### src/rtl/gim_pkg.sv
package gim_pkg;

	// Register word indices on the Avalon slave (word addressing).
	localparam logic [1:0] REG_CTRL = 2'h0;
	localparam logic [1:0] REG_STAT = 2'h1;
	localparam logic [1:0] REG_RXD = 2'h2;
	localparam logic [1:0] REG_TXD = 2'h3;

	// Control register fields and their reset values.
	localparam int CTRL_ADDR_LSB = 0;
	localparam int CTRL_CRONLY_BIT = 5;
	localparam int CTRL_STB_LSB = 8;
	localparam logic [4:0] ADDR_RST = 5'h05;
	localparam logic CRONLY_RST = 1'b0;

	// Status register bits that software writes.
	localparam int ST_RSV = 4;
	localparam int ST_MSGDONE = 7;
	localparam int ST_DCL = 9;
	localparam int ST_TRG = 10;

	// Data word fields.
	localparam int DW_LAST_BIT = 8;
	localparam int DW_STB_BIT = 9;
	localparam int STB_RSV_BIT = 6;

	// Terminator characters.
	localparam logic [7:0] CHR_CR = 8'h0D;
	localparam logic [7:0] CHR_LF = 8'h0A;

	// Bus command groups and codes, seven bits.
	localparam logic [1:0] GRP_LAG = 2'h1;
	localparam logic [1:0] GRP_TAG = 2'h2;
	localparam logic [1:0] GRP_SCG = 2'h3;
	localparam logic [4:0] ADDR_NONE = 5'h1F;
	localparam logic [6:0] CMD_GTL = 7'h01;
	localparam logic [6:0] CMD_SDC = 7'h04;
	localparam logic [6:0] CMD_PPC = 7'h05;
	localparam logic [6:0] CMD_GET = 7'h08;
	localparam logic [6:0] CMD_LLO = 7'h11;
	localparam logic [6:0] CMD_DCL = 7'h14;
	localparam logic [6:0] CMD_PPU = 7'h15;
	localparam logic [6:0] CMD_SPE = 7'h18;
	localparam logic [6:0] CMD_SPD = 7'h19;

	// Data settle time before the source asserts data valid.
	localparam int CLK_NS = 25;
	localparam int SETTLE_NS = 100;
	localparam int SETTLE_CYC = (SETTLE_NS + CLK_NS - 1) / CLK_NS;

	// Bus lines after synchronising, a one meaning the line is true.
	typedef struct packed {
		logic atn;
		logic eoi;
		logic ifc;
		logic ren;
		logic dav;
		logic nrfd;
		logic ndac;
		logic [7:0] dio;
	} gim_bus_t;

endpackage

### src/rtl/gim_hs_if.sv
interface gim_hs_if;
	logic acc_en;
	logic can_take;
	logic rx_stb;
	logic rx_atn;
	logic rx_eoi;
	logic [7:0] rx_byte;
	logic src_en;
	logic tx_req;
	logic tx_done;

	// The handshake engine and the controller that steers it.
	modport eng (input acc_en, can_take, src_en, tx_req,
		output rx_stb, rx_atn, rx_eoi, rx_byte, tx_done);
	modport ctl (output acc_en, can_take, src_en, tx_req,
		input rx_stb, rx_atn, rx_eoi, rx_byte, tx_done);
endinterface

### src/rtl/gim_sync.sv
module gim_sync #(
	parameter int W = 15
) (
	// Clock and reset.
	input wire logic i_clk,
	input wire logic i_reset,
	// Raw and synchronised lines.
	input wire logic [W-1:0] i_d,
	output logic [W-1:0] o_q
);

	typedef struct packed {
		logic [W-1:0] s1;
		logic [W-1:0] s2;
	} gim_sync_st_t;

	gim_sync_st_t st_q;
	gim_sync_st_t st_d;

	// Only the second stage is seen outside, so metastability stays in the first.
	always_comb begin
		st_d.s1 = i_d;
		st_d.s2 = st_q.s1;
	end

	// The lines reset to false.
	always_ff @(posedge i_clk) begin
		if (i_reset) begin
			st_q <= '0;
		end else begin
			st_q <= st_d;
		end
	end

	assign o_q = st_q.s2;

endmodule // gim_sync

### src/rtl/gim_hs.sv
module gim_hs (
	// Clock and reset.
	input wire logic i_clk,
	input wire logic i_reset,
	// Synchronised bus lines.
	input wire gim_pkg::gim_bus_t i_bus,
	// Controller side.
	gim_hs_if.eng hsp,
	// Handshake pin drives.
	output logic o_dav_n,
	output logic o_dav_oe_n,
	output logic o_nrfd_oe_n,
	output logic o_ndac_oe_n
);

	typedef enum logic [1:0] {A_OFF, A_HOLD, A_RDY, A_ACC} gim_acc_st_t;
	typedef enum logic [1:0] {S_IDLE, S_SETTLE, S_WAIT, S_DAV} gim_src_st_t;
	typedef struct packed {
		gim_acc_st_t a;
		gim_src_st_t s;
		logic [2:0] cnt;
		logic nrfd_oe_n;
		logic ndac_oe_n;
		logic dav_n;
		logic dav_oe_n;
		logic rx_stb;
		logic rx_atn;
		logic rx_eoi;
		logic [7:0] rx_byte;
		logic tx_done;
	} gim_hs_st_t;

	gim_hs_st_t st_q;
	gim_hs_st_t st_d;

	// Acceptor and source handshakes run side by side; only one is ever enabled.
	always_comb begin
		st_d = st_q;
		st_d.rx_stb = 1'b0;
		st_d.tx_done = 1'b0;
		unique case (st_q.a)
			A_OFF: begin
				if (hsp.acc_en) begin
					st_d.a = A_HOLD;
				end
			end
			A_HOLD: begin
				if (!hsp.acc_en) begin
					st_d.a = A_OFF;
				end else if (hsp.can_take && !i_bus.dav) begin
					st_d.a = A_RDY;
				end
			end
			A_RDY: begin
				if (!hsp.acc_en) begin
					st_d.a = A_OFF;
				end else if (i_bus.dav) begin
					st_d.a = A_ACC;
					st_d.rx_stb = 1'b1;
					st_d.rx_atn = i_bus.atn;
					st_d.rx_eoi = i_bus.eoi;
					st_d.rx_byte = i_bus.dio;
				end
			end
			A_ACC: begin
				if (!i_bus.dav) begin
					st_d.a = hsp.acc_en ? A_HOLD : A_OFF;
				end
			end
		endcase
		// While the acceptor is on, not ready is held except while waiting for a byte; not accepted until one is taken.
		st_d.nrfd_oe_n = !(st_d.a == A_HOLD || st_d.a == A_ACC);
		st_d.ndac_oe_n = !(st_d.a == A_HOLD || st_d.a == A_RDY);
		unique case (st_q.s)
			S_IDLE: begin
				if (hsp.src_en && hsp.tx_req && !st_q.tx_done) begin
					st_d.s = S_SETTLE;
					st_d.cnt = 3'(gim_pkg::SETTLE_CYC - 1);
				end
			end
			S_SETTLE: begin
				if (st_q.cnt == 3'h0) begin
					st_d.s = S_WAIT;
				end else begin
					st_d.cnt = st_q.cnt - 3'h1;
				end
			end
			S_WAIT: begin
				if (i_bus.ndac && !i_bus.nrfd) begin
					st_d.s = S_DAV;
				end
			end
			S_DAV: begin
				if (!i_bus.ndac) begin
					st_d.s = S_IDLE;
					st_d.tx_done = 1'b1;
				end
			end
		endcase
		if (!hsp.src_en) begin
			st_d.s = S_IDLE;
		end
		st_d.dav_n = !(st_d.s == S_DAV);
		st_d.dav_oe_n = !hsp.src_en;
	end

	// All pins released after reset.
	always_ff @(posedge i_clk) begin
		if (i_reset) begin
			st_q <= '{a: A_OFF, s: S_IDLE, cnt: 3'h0, nrfd_oe_n: 1'b1, ndac_oe_n: 1'b1,
				dav_n: 1'b1, dav_oe_n: 1'b1, rx_stb: 1'b0, rx_atn: 1'b0, rx_eoi: 1'b0,
				rx_byte: 8'h00, tx_done: 1'b0};
		end else begin
			st_q <= st_d;
		end
	end

	assign hsp.rx_stb = st_q.rx_stb;
	assign hsp.rx_atn = st_q.rx_atn;
	assign hsp.rx_eoi = st_q.rx_eoi;
	assign hsp.rx_byte = st_q.rx_byte;
	assign hsp.tx_done = st_q.tx_done;
	assign o_dav_n = st_q.dav_n;
	assign o_dav_oe_n = st_q.dav_oe_n;
	assign o_nrfd_oe_n = st_q.nrfd_oe_n;
	assign o_ndac_oe_n = st_q.ndac_oe_n;
endmodule // gim_hs

### src/rtl/gim_top.sv
// Contract
// - Attention true: bytes are commands for all.
// - Attention false: data only when addressed listener.
// - Talker asserts end-or-identify on final byte.
// - Attention with end-or-identify means parallel poll.
// - Interface clear: unaddress, service request idle.
// - Remote and addressed: bus rules, panel ignored. The code ignores the panel local key only under lockout.
// - Remote enable false returns to local.
// - Service request: assert line, supply status byte.
// - Status byte on serial poll or request.
// - Listen only when addressed to listen.
// - Full handshakes, poll, clear and trigger.
// - Data drivers are three-state.
// - Bus address resets to five, writable.
// - Terminator CR LF, or CR alone.
// - Remote device both listens and talks.
// - Data strings forwarded to internal decoder.
// - All bus lines are active low.
// - Data valid only after listeners ready.
//
// Local design decisions: the Avalon-MM interface to the registers and the register addresses.
module gim_top (
	// Clock and reset.
	input wire logic I_CLK,
	input wire logic I_RESET,
	// Avalon-MM slave.
	input wire logic [1:0] I_AVS_ADDRESS,
	input wire logic I_AVS_READ,
	input wire logic I_AVS_WRITE,
	input wire logic [31:0] I_AVS_WRITEDATA,
	output logic [31:0] O_AVS_READDATA,
	output logic O_AVS_WAITREQUEST,
	// Bus lines as read from the wire, active low.
	input wire logic I_ATN_N,
	input wire logic I_EOI_N,
	input wire logic I_IFC_N,
	input wire logic I_REN_N,
	input wire logic I_DAV_N,
	input wire logic I_NRFD_N,
	input wire logic I_NDAC_N,
	input wire logic [7:0] I_DIO_N,
	// Bus drives, enable low while driving.
	output logic [7:0] O_DIO_N,
	output logic [7:0] O_DIO_OE_N,
	output logic O_DAV_N,
	output logic O_DAV_OE_N,
	output logic O_EOI_N,
	output logic O_EOI_OE_N,
	output logic O_NRFD_OE_N,
	output logic O_NDAC_OE_N,
	output logic O_SRQ_OE_N,
	// Instrument side.
	input wire logic I_PANEL_LOCAL,
	output logic O_REMOTE,
	output logic O_DEV_CLEAR,
	output logic O_TRIGGER
);

	typedef struct packed {
		logic [4:0] addr;
		logic cr_only;
		logic [7:0] stb;
		logic rsv;
		logic remote;
		logic lockout;
		logic listen;
		logic talk;
		logic spoll;
		logic pp_cfg;
		logic pp_en;
		logic pp_sense;
		logic [2:0] pp_line;
		logic [7:0] rx_byte;
		logic rx_eoi;
		logic rx_full;
		logic cr_seen;
		logic msg_done;
		logic dcl;
		logic trg;
		logic dcl_p;
		logic trg_p;
		logic [7:0] tx_byte;
		logic tx_last;
		logic tx_req;
		logic tx_stb;
		logic [7:0] dio_n;
		logic [7:0] dio_oe_n;
		logic eoi_n;
		logic eoi_oe_n;
		logic srq_oe_n;
		logic wreq;
		logic [31:0] rdata;
	} gim_top_st_t;

	localparam gim_top_st_t TOP_RST = '{addr: gim_pkg::ADDR_RST, cr_only: gim_pkg::CRONLY_RST,
		dio_n: 8'hFF, dio_oe_n: 8'hFF, eoi_n: 1'b1, eoi_oe_n: 1'b1, srq_oe_n: 1'b1, wreq: 1'b1,
		default: '0};

	gim_top_st_t st_q;
	gim_top_st_t st_d;
	logic [14:0] bus_raw;
	logic [14:0] bus_sync;
	gim_pkg::gim_bus_t b;
	logic [6:0] cmd;
	logic req;
	logic acc;
	logic ppoll;
	logic src_act;
	logic [7:0] src_data;
	logic [31:0] wd;

	gim_hs_if hs();

	// Status byte with the service request bit in its fixed place.
	function automatic logic [7:0] stb_byte(input gim_top_st_t s);
		logic [7:0] v;
		v = s.stb;
		v[gim_pkg::STB_RSV_BIT] = s.rsv;
		return v;
	endfunction

	// Read word for each register; write-only data reads as zero.
	function automatic logic [31:0] rd_word(input gim_top_st_t s, input logic [1:0] a);
		logic [31:0] v;
		v = 32'h0000_0000;
		unique case (a)
			gim_pkg::REG_CTRL: v = {16'h0000, s.stb, 2'h0, s.cr_only, s.addr};
			gim_pkg::REG_STAT: v = {20'h00000, s.pp_en, s.trg, s.dcl, s.lockout, s.msg_done,
				s.tx_req, s.rx_full, s.rsv, s.spoll, s.talk, s.listen, s.remote};
			gim_pkg::REG_RXD: v = {22'h000000, s.rx_full, s.rx_eoi, s.rx_byte};
			gim_pkg::REG_TXD: v = 32'h0000_0000;
		endcase
		return v;
	endfunction

	////////////////////////////////////////////////////////////////////////////
	// Bus input conditioning.

	// Lines are inverted to true-high ahead of the synchroniser, so high means true.
	assign bus_raw = {~I_ATN_N, ~I_EOI_N, ~I_IFC_N, ~I_REN_N, ~I_DAV_N, ~I_NRFD_N, ~I_NDAC_N, ~I_DIO_N};

	gim_sync #(.W(15)) u_sync (
		.i_clk(I_CLK),
		.i_reset(I_RESET),
		.i_d(bus_raw),
		.o_q(bus_sync)
	);

	assign b = gim_pkg::gim_bus_t'(bus_sync);

	////////////////////////////////////////////////////////////////////////////
	// Handshake engine.

	// Commands are always taken; data only by a listener that is not talking, so a talker never hears itself.
	assign hs.acc_en = b.atn | (st_q.listen & ~st_q.talk);
	assign hs.can_take = b.atn | ~st_q.rx_full;
	assign hs.src_en = st_q.talk & ~b.atn;
	assign hs.tx_req = st_q.spoll | st_q.tx_req;

	gim_hs u_hs (
		.i_clk(I_CLK),
		.i_reset(I_RESET),
		.i_bus(b),
		.hsp(hs.eng),
		.o_dav_n(O_DAV_N),
		.o_dav_oe_n(O_DAV_OE_N),
		.o_nrfd_oe_n(O_NRFD_OE_N),
		.o_ndac_oe_n(O_NDAC_OE_N)
	);

	////////////////////////////////////////////////////////////////////////////
	// Interface state.

	assign cmd = hs.rx_byte[6:0];
	assign req = I_AVS_READ | I_AVS_WRITE;
	assign acc = req & ~st_q.wreq;
	assign wd = I_AVS_WRITEDATA;
	assign ppoll = b.atn & b.eoi;
	assign src_act = st_q.talk & ~b.atn;
	assign src_data = st_q.spoll ? stb_byte(st_q) : st_q.tx_byte;

	// Software clears come first so that a hardware event in the same cycle wins.
	always_comb begin
		st_d = st_q;
		st_d.dcl_p = 1'b0;
		st_d.trg_p = 1'b0;
		st_d.wreq = ~(req & st_q.wreq);
		if (req & st_q.wreq) begin
			st_d.rdata = rd_word(st_q, I_AVS_ADDRESS);
		end
		if (acc & I_AVS_WRITE) begin
			if (I_AVS_ADDRESS == gim_pkg::REG_CTRL) begin
				st_d.addr = wd[gim_pkg::CTRL_ADDR_LSB +: 5];
				st_d.cr_only = wd[gim_pkg::CTRL_CRONLY_BIT];
				st_d.stb = wd[gim_pkg::CTRL_STB_LSB +: 8];
			end else if (I_AVS_ADDRESS == gim_pkg::REG_STAT) begin
				st_d.msg_done = st_q.msg_done & ~wd[gim_pkg::ST_MSGDONE];
				st_d.dcl = st_q.dcl & ~wd[gim_pkg::ST_DCL];
				st_d.trg = st_q.trg & ~wd[gim_pkg::ST_TRG];
				st_d.rsv = st_q.rsv | wd[gim_pkg::ST_RSV];
			end else if (I_AVS_ADDRESS == gim_pkg::REG_TXD && !st_q.tx_req) begin
				st_d.tx_req = 1'b1;
				st_d.tx_stb = wd[gim_pkg::DW_STB_BIT];
				st_d.tx_last = wd[gim_pkg::DW_LAST_BIT] | wd[gim_pkg::DW_STB_BIT];
				st_d.tx_byte = wd[gim_pkg::DW_STB_BIT] ? stb_byte(st_q) : wd[7:0];
			end
		end
		if (acc & I_AVS_READ & (I_AVS_ADDRESS == gim_pkg::REG_RXD)) begin
			st_d.rx_full = 1'b0;
		end
		// Front-panel local key works only without lockout.
		if (!b.ren) begin
			st_d.remote = 1'b0;
			st_d.lockout = 1'b0;
		end else if (I_PANEL_LOCAL && !st_q.lockout) begin
			st_d.remote = 1'b0;
		end
		// Commands are decoded by every device, addressed or not.
		if (hs.rx_stb && hs.rx_atn) begin
			st_d.pp_cfg = 1'b0;
			unique case (cmd[6:5])
				gim_pkg::GRP_LAG: begin
					if (cmd[4:0] == st_q.addr) begin
						st_d.listen = 1'b1;
						st_d.remote = st_d.remote | b.ren;
					end else if (cmd[4:0] == gim_pkg::ADDR_NONE) begin
						st_d.listen = 1'b0;
					end
				end
				gim_pkg::GRP_TAG: begin
					st_d.talk = (cmd[4:0] == st_q.addr);
				end
				gim_pkg::GRP_SCG: begin
					if (st_q.pp_cfg) begin
						st_d.pp_cfg = 1'b1;
						st_d.pp_en = ~cmd[4];
						st_d.pp_sense = cmd[3];
						st_d.pp_line = cmd[2:0];
					end
				end
				default: begin
					if (cmd == gim_pkg::CMD_LLO) begin
						st_d.lockout = 1'b1;
					end
					if (cmd == gim_pkg::CMD_DCL || (cmd == gim_pkg::CMD_SDC && st_q.listen)) begin
						st_d.dcl = 1'b1;
						st_d.dcl_p = 1'b1;
					end
					if (cmd == gim_pkg::CMD_GET && st_q.listen) begin
						st_d.trg = 1'b1;
						st_d.trg_p = 1'b1;
					end
					if (cmd == gim_pkg::CMD_GTL && st_q.listen) begin
						st_d.remote = 1'b0;
					end
					st_d.pp_cfg = (cmd == gim_pkg::CMD_PPC) && st_q.listen;
					if (cmd == gim_pkg::CMD_PPU) begin
						st_d.pp_en = 1'b0;
					end
					if (cmd == gim_pkg::CMD_SPE || cmd == gim_pkg::CMD_SPD) begin
						st_d.spoll = (cmd == gim_pkg::CMD_SPE);
					end
				end
			endcase
		end
		// Data bytes go to the decoder word; a terminator or end-or-identify ends a message.
		if (hs.rx_stb && !hs.rx_atn) begin
			st_d.rx_byte = hs.rx_byte;
			st_d.rx_eoi = hs.rx_eoi;
			st_d.rx_full = 1'b1;
			st_d.cr_seen = (hs.rx_byte == gim_pkg::CHR_CR);
			if (hs.rx_eoi || (st_q.cr_only ? hs.rx_byte == gim_pkg::CHR_CR
				: (st_q.cr_seen && hs.rx_byte == gim_pkg::CHR_LF))) begin
				st_d.msg_done = 1'b1;
			end
		end
		// A status byte that leaves the device ends the service request.
		if (hs.tx_done) begin
			if (st_q.spoll || st_q.tx_stb) begin
				st_d.rsv = 1'b0;
			end
			if (!st_q.spoll) begin
				st_d.tx_req = 1'b0;
			end
		end
		if (b.ifc) begin
			st_d.talk = 1'b0;
			st_d.listen = 1'b0;
			st_d.spoll = 1'b0;
			st_d.rsv = 1'b0;
		end
		// Pins: the talker drives all eight lines, a poll answer drives only its own.
		st_d.dio_n = ~src_data;
		st_d.dio_oe_n = 8'hFF;
		if (src_act) begin
			st_d.dio_oe_n = 8'h00;
		end else if (ppoll && st_q.pp_en && (st_q.rsv == st_q.pp_sense)) begin
			st_d.dio_n = 8'h00;
			st_d.dio_oe_n[st_q.pp_line] = 1'b0;
		end
		st_d.eoi_oe_n = ~src_act;
		st_d.eoi_n = ~(src_act & ~st_q.spoll & st_q.tx_req & st_q.tx_last);
		st_d.srq_oe_n = ~st_d.rsv;
	end

	// Synchronous reset to the power-up settings.
	always_ff @(posedge I_CLK) begin
		if (I_RESET) begin
			st_q <= TOP_RST;
		end else begin
			st_q <= st_d;
		end
	end

	assign O_AVS_READDATA = st_q.rdata;
	assign O_AVS_WAITREQUEST = st_q.wreq;
	assign O_DIO_N = st_q.dio_n;
	assign O_DIO_OE_N = st_q.dio_oe_n;
	assign O_EOI_N = st_q.eoi_n;
	assign O_EOI_OE_N = st_q.eoi_oe_n;
	assign O_SRQ_OE_N = st_q.srq_oe_n;
	assign O_REMOTE = st_q.remote;
	assign O_DEV_CLEAR = st_q.dcl_p;
	assign O_TRIGGER = st_q.trg_p;
endmodule // gim_top

### config.mk
export PLATFORM = sky130hd
export DESIGN_NAME = gim_top
export DESIGN_NICKNAME = d
export VERILOG_FILES = /design/src/rtl/gim_pkg.sv /design/src/rtl/gim_hs_if.sv /design/src/rtl/gim_sync.sv /design/src/rtl/gim_hs.sv /design/src/rtl/gim_top.sv
export SDC_FILE = /design/constraint.sdc
export NUM_CORES = 1
export LEC_CHECK = 0
export ABC_AREA = 0
export BUFFER_PORTS_ARGS = -buffer_cell sky130_fd_sc_hd__buf_2
export CAP_MARGIN = 30
export CORE_ASPECT_RATIO = 1.1
export CORE_MARGIN = 8
export CORE_UTILIZATION = 59
export DETAILED_ROUTE_END_ITERATION = 10
export PLACE_DENSITY = 0.84
export RECOVER_POWER = 50
export REMOVE_ABC_BUFFERS = 1
export SETUP_SLACK_MARGIN = 0.02
export SYNTH_ARGS = -nofsm -noshare
export SYNTH_HDL_FRONTEND = slang
export SYNTH_SLANG_ARGS = --single-unit
### constraint.sdc
create_clock -name I_CLK -period 3.5 [get_ports I_CLK]
set_clock_uncertainty 0.05 [all_clocks]
set_input_delay 0.35 -clock I_CLK [delete_from_list [all_inputs] [get_ports I_CLK]]
set_output_delay 0.35 -clock I_CLK [all_outputs]
set_load 0.1 [all_outputs]
# == Yosys cells after proc, flatten, opt, wreduce, memory -nomap -nowiden ==
# Index checks and enable logic that the tools add are counted.
# word_totals
output_inout_bits,59
word_cells,261
inputBits,54
register_bits,158
# classes
n_addsub,1
muxes,70
n_lt_le_gt_ge,2
bitwise_logic,52
eq_ne,33
reduce_logical,56
# ops
cell,count
32-bit one-hot mux with 4 select lines,1
7-bit by 5-bit == test with 1-bit output (second input constant),5
1-bit two-way mux,32
8-bit two-way mux,4
2-bit two-way mux,14
1-bit NOT,28
8-bit NOT,3
2-bit == test (second input constant),11
11-bit two-way mux,2
8-bit by 4-bit == test with 1-bit output (second input constant),2
1-bit logical AND,16
16-bit two-way mux,1
2-bit one-hot mux with 4 select lines,2
3-bit two-way mux,5
3-bit AND reduction,5
1-bit AND,14
7-bit by 3-bit == test with 1-bit output (second input constant),2
4-bit two-way mux,3
2-bit by 1-bit == test with 1-bit output (second input constant),5
1-bit logical NOT,10
4-bit AND reduction,2
2-bit nonzero test,4
2-bit OR reduction,4
7-bit by 1-bit == test with 1-bit output (second input constant),1
22 further kinds,38

# == Depth between registers and ports, before layout ==
# logic_depth
depth_word,9
mapped_depth,6
depth_no_buf,6

# == Modules after synthesis ==
# From an unflattened synthesis, not the netlist that was laid out.
# hier_totals
cells_unflattened,690
area_unflattened_um2,6170.9
# modules_own_cells
module,instances,seq_area_each_um2,area_per_inst_um2,cells_each
gim_top,1,1781.7,4259.1,513
gim_hs,1,460.4,1029.7,114
gim_sync,1,600.6,882.1,63

# == Worst setup path before layout ==
# No wires, ideal clock.
# synth_timing
path_type,reg-to-reg
from,"register st_q, in the netlist O_AVS_WAITREQUEST"
to,"register st_q, in the netlist O_AVS_READDATA[4]"
setup_time_ns,0.131
t_arrival_ns,1.863
required_time_ns,3.319
path_buffers,1
path_stages_with_launch,5
path_slack_ns,1.456
period_less_slack_ns,2.044
path_cell_list,dfxtp_1 > o21ai_1 > buf_2 > a211oi_1 > nor3_1
# synth_via
elab_chain_len,1
# synth_rtl
item,line,source
from (decl),gim_top.sv:99,gim_top_st_t st_q;
from (signal assigned),gim_top.sv:311,st_q <= st_d;
1-bit AND,gim_top.sv:188,if (req & st_q.wreq) begin
# Every way passes these cells.
# A chain may end at the register's enable or synchronous reset.

# == Final worst setup path ==
# layout_timing
from,"register st_q, in the netlist O_AVS_WAITREQUEST"
to,register st_q[60] (netlist bit)
# layout_via
elab_chain_len,4
# layout_rtl
item,line,source
1-bit NOT,gim_top.sv:176,assign acc = req & ~st_q.wreq;
1-bit AND,gim_top.sv:176,
1-bit AND,gim_top.sv:191,if (acc & I_AVS_WRITE) begin
4-bit AND reduction (no line),n/a,
# Every way passes these cells.

==> run summary <==
status = finished, violations left
failing checks = max-capacitance violations, max-slew violations
Reg area = 0.00282 mm^2
CP max stage cell = nor2_1
Die Ht = 120 um
nature of the critical path startpoint = register
synthesized area per cell = 8.93 um^2
Synth async-reset ratio = 0
# fillers = 755
IO Pins = 113
crit path cell chain = nand4b_1, nor2_1, nor2_1, a211oi_1
Clock Latency Late Sink = 530 ps
worst r2r src = O_AVS_WAITREQUEST
CP Launch Point = O_AVS_WAITREQUEST
post-DP HPWL = 9240 um
ANT nets after route = 0
Rows = 38
Fin. Hold Viols = 0
1st-pass router iterations = 7
Area contributors post-synth = dfxtp_1 (48%), mux2i_1 (6.9%), buf_4 (6.4%)
CP Data Arrival Time = 2460 ps
multi-input logic area = 0.00249 mm^2
Post-Layout Cell Count = 833
Inst Count DP = 786
Post-Syn Instances = 654
Max Slew Vio Count = 91
ant diodes = 0
Power Density = 583 mW/mm^2
crit-path leading delay family = simple AND/OR/NAND/NOR gates
Tot GR Track Use = 0.208
Yosys top cell area share = 0.483
post-DR vias/cell = 5.57
# resized after CTS = 0
synth warn = 0
Tcrit/Tclk final = 0.599
Initial Util = 0.599
initial antenna violation count = 0
setup TNS = 0 ps
number of remaining DRC errors = 0
H-tree depth = 4
initial drt markers = 279
leakage power = 0.00270 uW
total routed wirelength = 14000 um
dpl cell area = 0.00594 mm^2
worst path required time = 3860 ps
Final Core Density = 0.688
first-pass GRT wire length = 22700 um
Yosys top cell by area = dfxtp_1
Max stage delay on crit path = 930 ps
share of cells above drive strength 1 = 0.165
relative slew slack = -0.147
Peak Freq = 477 MHz
CTS clk-pin slew, worst paths = 60 ps
postcts setup bufs = 0
largest net degree at the start of global routing = 91
most frequent CP cell = nor2_1
most frequent cells after synthesis = dfxtp_1 (141), nor2_1 (90), nand2_1 (68), buf_4 (50), a21oi_1 (43)
HP Start = I_AVS_WRITEDATA[13]
hold buffers post-CTS = 15
Inserted Clock Buffers = 17
Synth-to-Final Area Change = 14.8%
post-route design area = 0.00671 mm^2
number of synthesized flops with an enable pin = 0
final setup fails = 0
wire per inst = 16.8 um
Worst VDD drop = 493 uV
Synth Cell Area = 0.00584 mm^2
Core ar. = 0.00975 mm^2
synth unique cells = 59
gr ovfl total = 0
I/O Buffers = 80
RSZ-0062 raised after global routing = no
Crit Path Class = reg -> reg
die width = 111 um
most frequent cell after synthesis = dfxtp_1
CTS tree = done
final net count = 761
Max clock buf depth = 2
Final min period = 2100 ps
number of buffers and inverters on the critical path = 0
vias in the first global route = 4673
Worst Setup End Kind = register
post-synthesis sequential area ratio = 0.483
Worst-Margin Slew = 1720 ps
clk root buf = clkbuf_8
min-delay worst type = in -> reg
worst-path fanout max = 19
via count = 4643
clk sinks = 141
Hold Slack = 17.5 ps
max cap viols = 1
Main synth FF type = dfxtp_1
number of synthesized register bits = 141
Final GP Congestion = 0.853
die area = 0.0133 mm^2
routing by layer:
layer  global-route usage  share of wire  wire, um
met1                0.224           0.40      5650
met2                0.367           0.51      7130
met3               0.0659          0.060       837
met4               0.0972          0.026       368
met5                    0              0         0
cell usage in the layout, fill, tap and decap left out, types with 3 or more instances in the layout:
cell type	count
dfxtp_1	141
nor2_1	92
buf_2	79
nand2_1	68
a21oi_1	43
mux2i_1	40
nor2b_1	27
nor3_1	24
a211oi_1	18
conb_1	16
clkbuf_16	16
dlygate4sd3_1	15
inv_1	11
nand2b_1	8
nand3_1	8
o21ai_0	7
ha_1	7
xor2_1	6
clkbuf_8	6
a31oi_1	5
nand3b_1	4
a221oi_1	4
nand4_1	4
bufinv_16	4
o211ai_1	3
and2_1	3
nand4b_1	3
nor3b_1	3
nor4_1	3
clkinv_2	3
where the power goes:
group | total, uW | switching [uW] | internal, uW
sequential | 1660 | 20.6 | 1640
combinational | 331 | 259 | 72.1
clock | 1920 | 671 | 1250
tightest hold or removal path: stages:
cell,delay (ps)
buf_2,100
nand2_1,50
a21oi_1,50
path summary, 6_finish.rpt:
kind / end / slack [ps] / depth (start not counted)
setup / recovery: st_q[60] / 1400 / 4
hold / removal: st_q[96] / 20 / 3
setup reg to reg: st_q[60] / 1400 / 4
hold reg to reg: u_sync.o_q[5] / 380 / 1
flip-flops by register name (all words and copies together) (netlist names):
register / count
O_REMOTE: 1
O_AVS_WAITREQUEST: 1
u_hs.o_dav_n: 1
u_sync.o_q: 15
u_hs.o_ndac_oe_n: 1
u_hs.o_nrfd_oe_n: 1
u_hs.hsp.rx_eoi: 1
O_SRQ_OE_N: 1
O_TRIGGER: 1
O_DEV_CLEAR: 1
O_DIO_N: 8
O_EOI_N: 1
u_hs.hsp.rx_stb: 1
u_sync.st_d: 15
O_DIO_OE_N: 8
u_hs.hsp.rx_byte: 8
u_hs.st_q: 7
u_hs.hsp.tx_done: 1
st_q: 50
O_EOI_OE_N: 1
O_AVS_READDATA: 16
u_hs.hsp.rx_atn: 1
stage by stage:
step                      power [uW]  setup WS [ps]
final                           3910           1400
after global routing            4020           1190
after CTS                       3930           1590
after detailed placement        2010           1460
after global placement          2010           1570
after floorplan                 1920           1380
layout make-up:
class / instances / share of cell area
inverter: 11 / 0.00615
clock inverter: 10 / 0.0237
timing repair buffer: 98 / 0.0843
tap: 120 / 0.0224
clock buffer: 22 / 0.0720
multi-input combinational: 431 / 0.371
sequential: 141 / 0.421
cell families after synthesis:
group                      synth area share
and+or+nand+nor                       0.218
DFF                                   0.483
AOI/OAI and AO/OA                     0.106
buffers and inverters                0.0985
muxes                                0.0704
adders and majority gates            0.0150
xor gates and xnor gates            0.00899
other                              0.000642
Note: power is estimated with default switching activity, not from simulation.
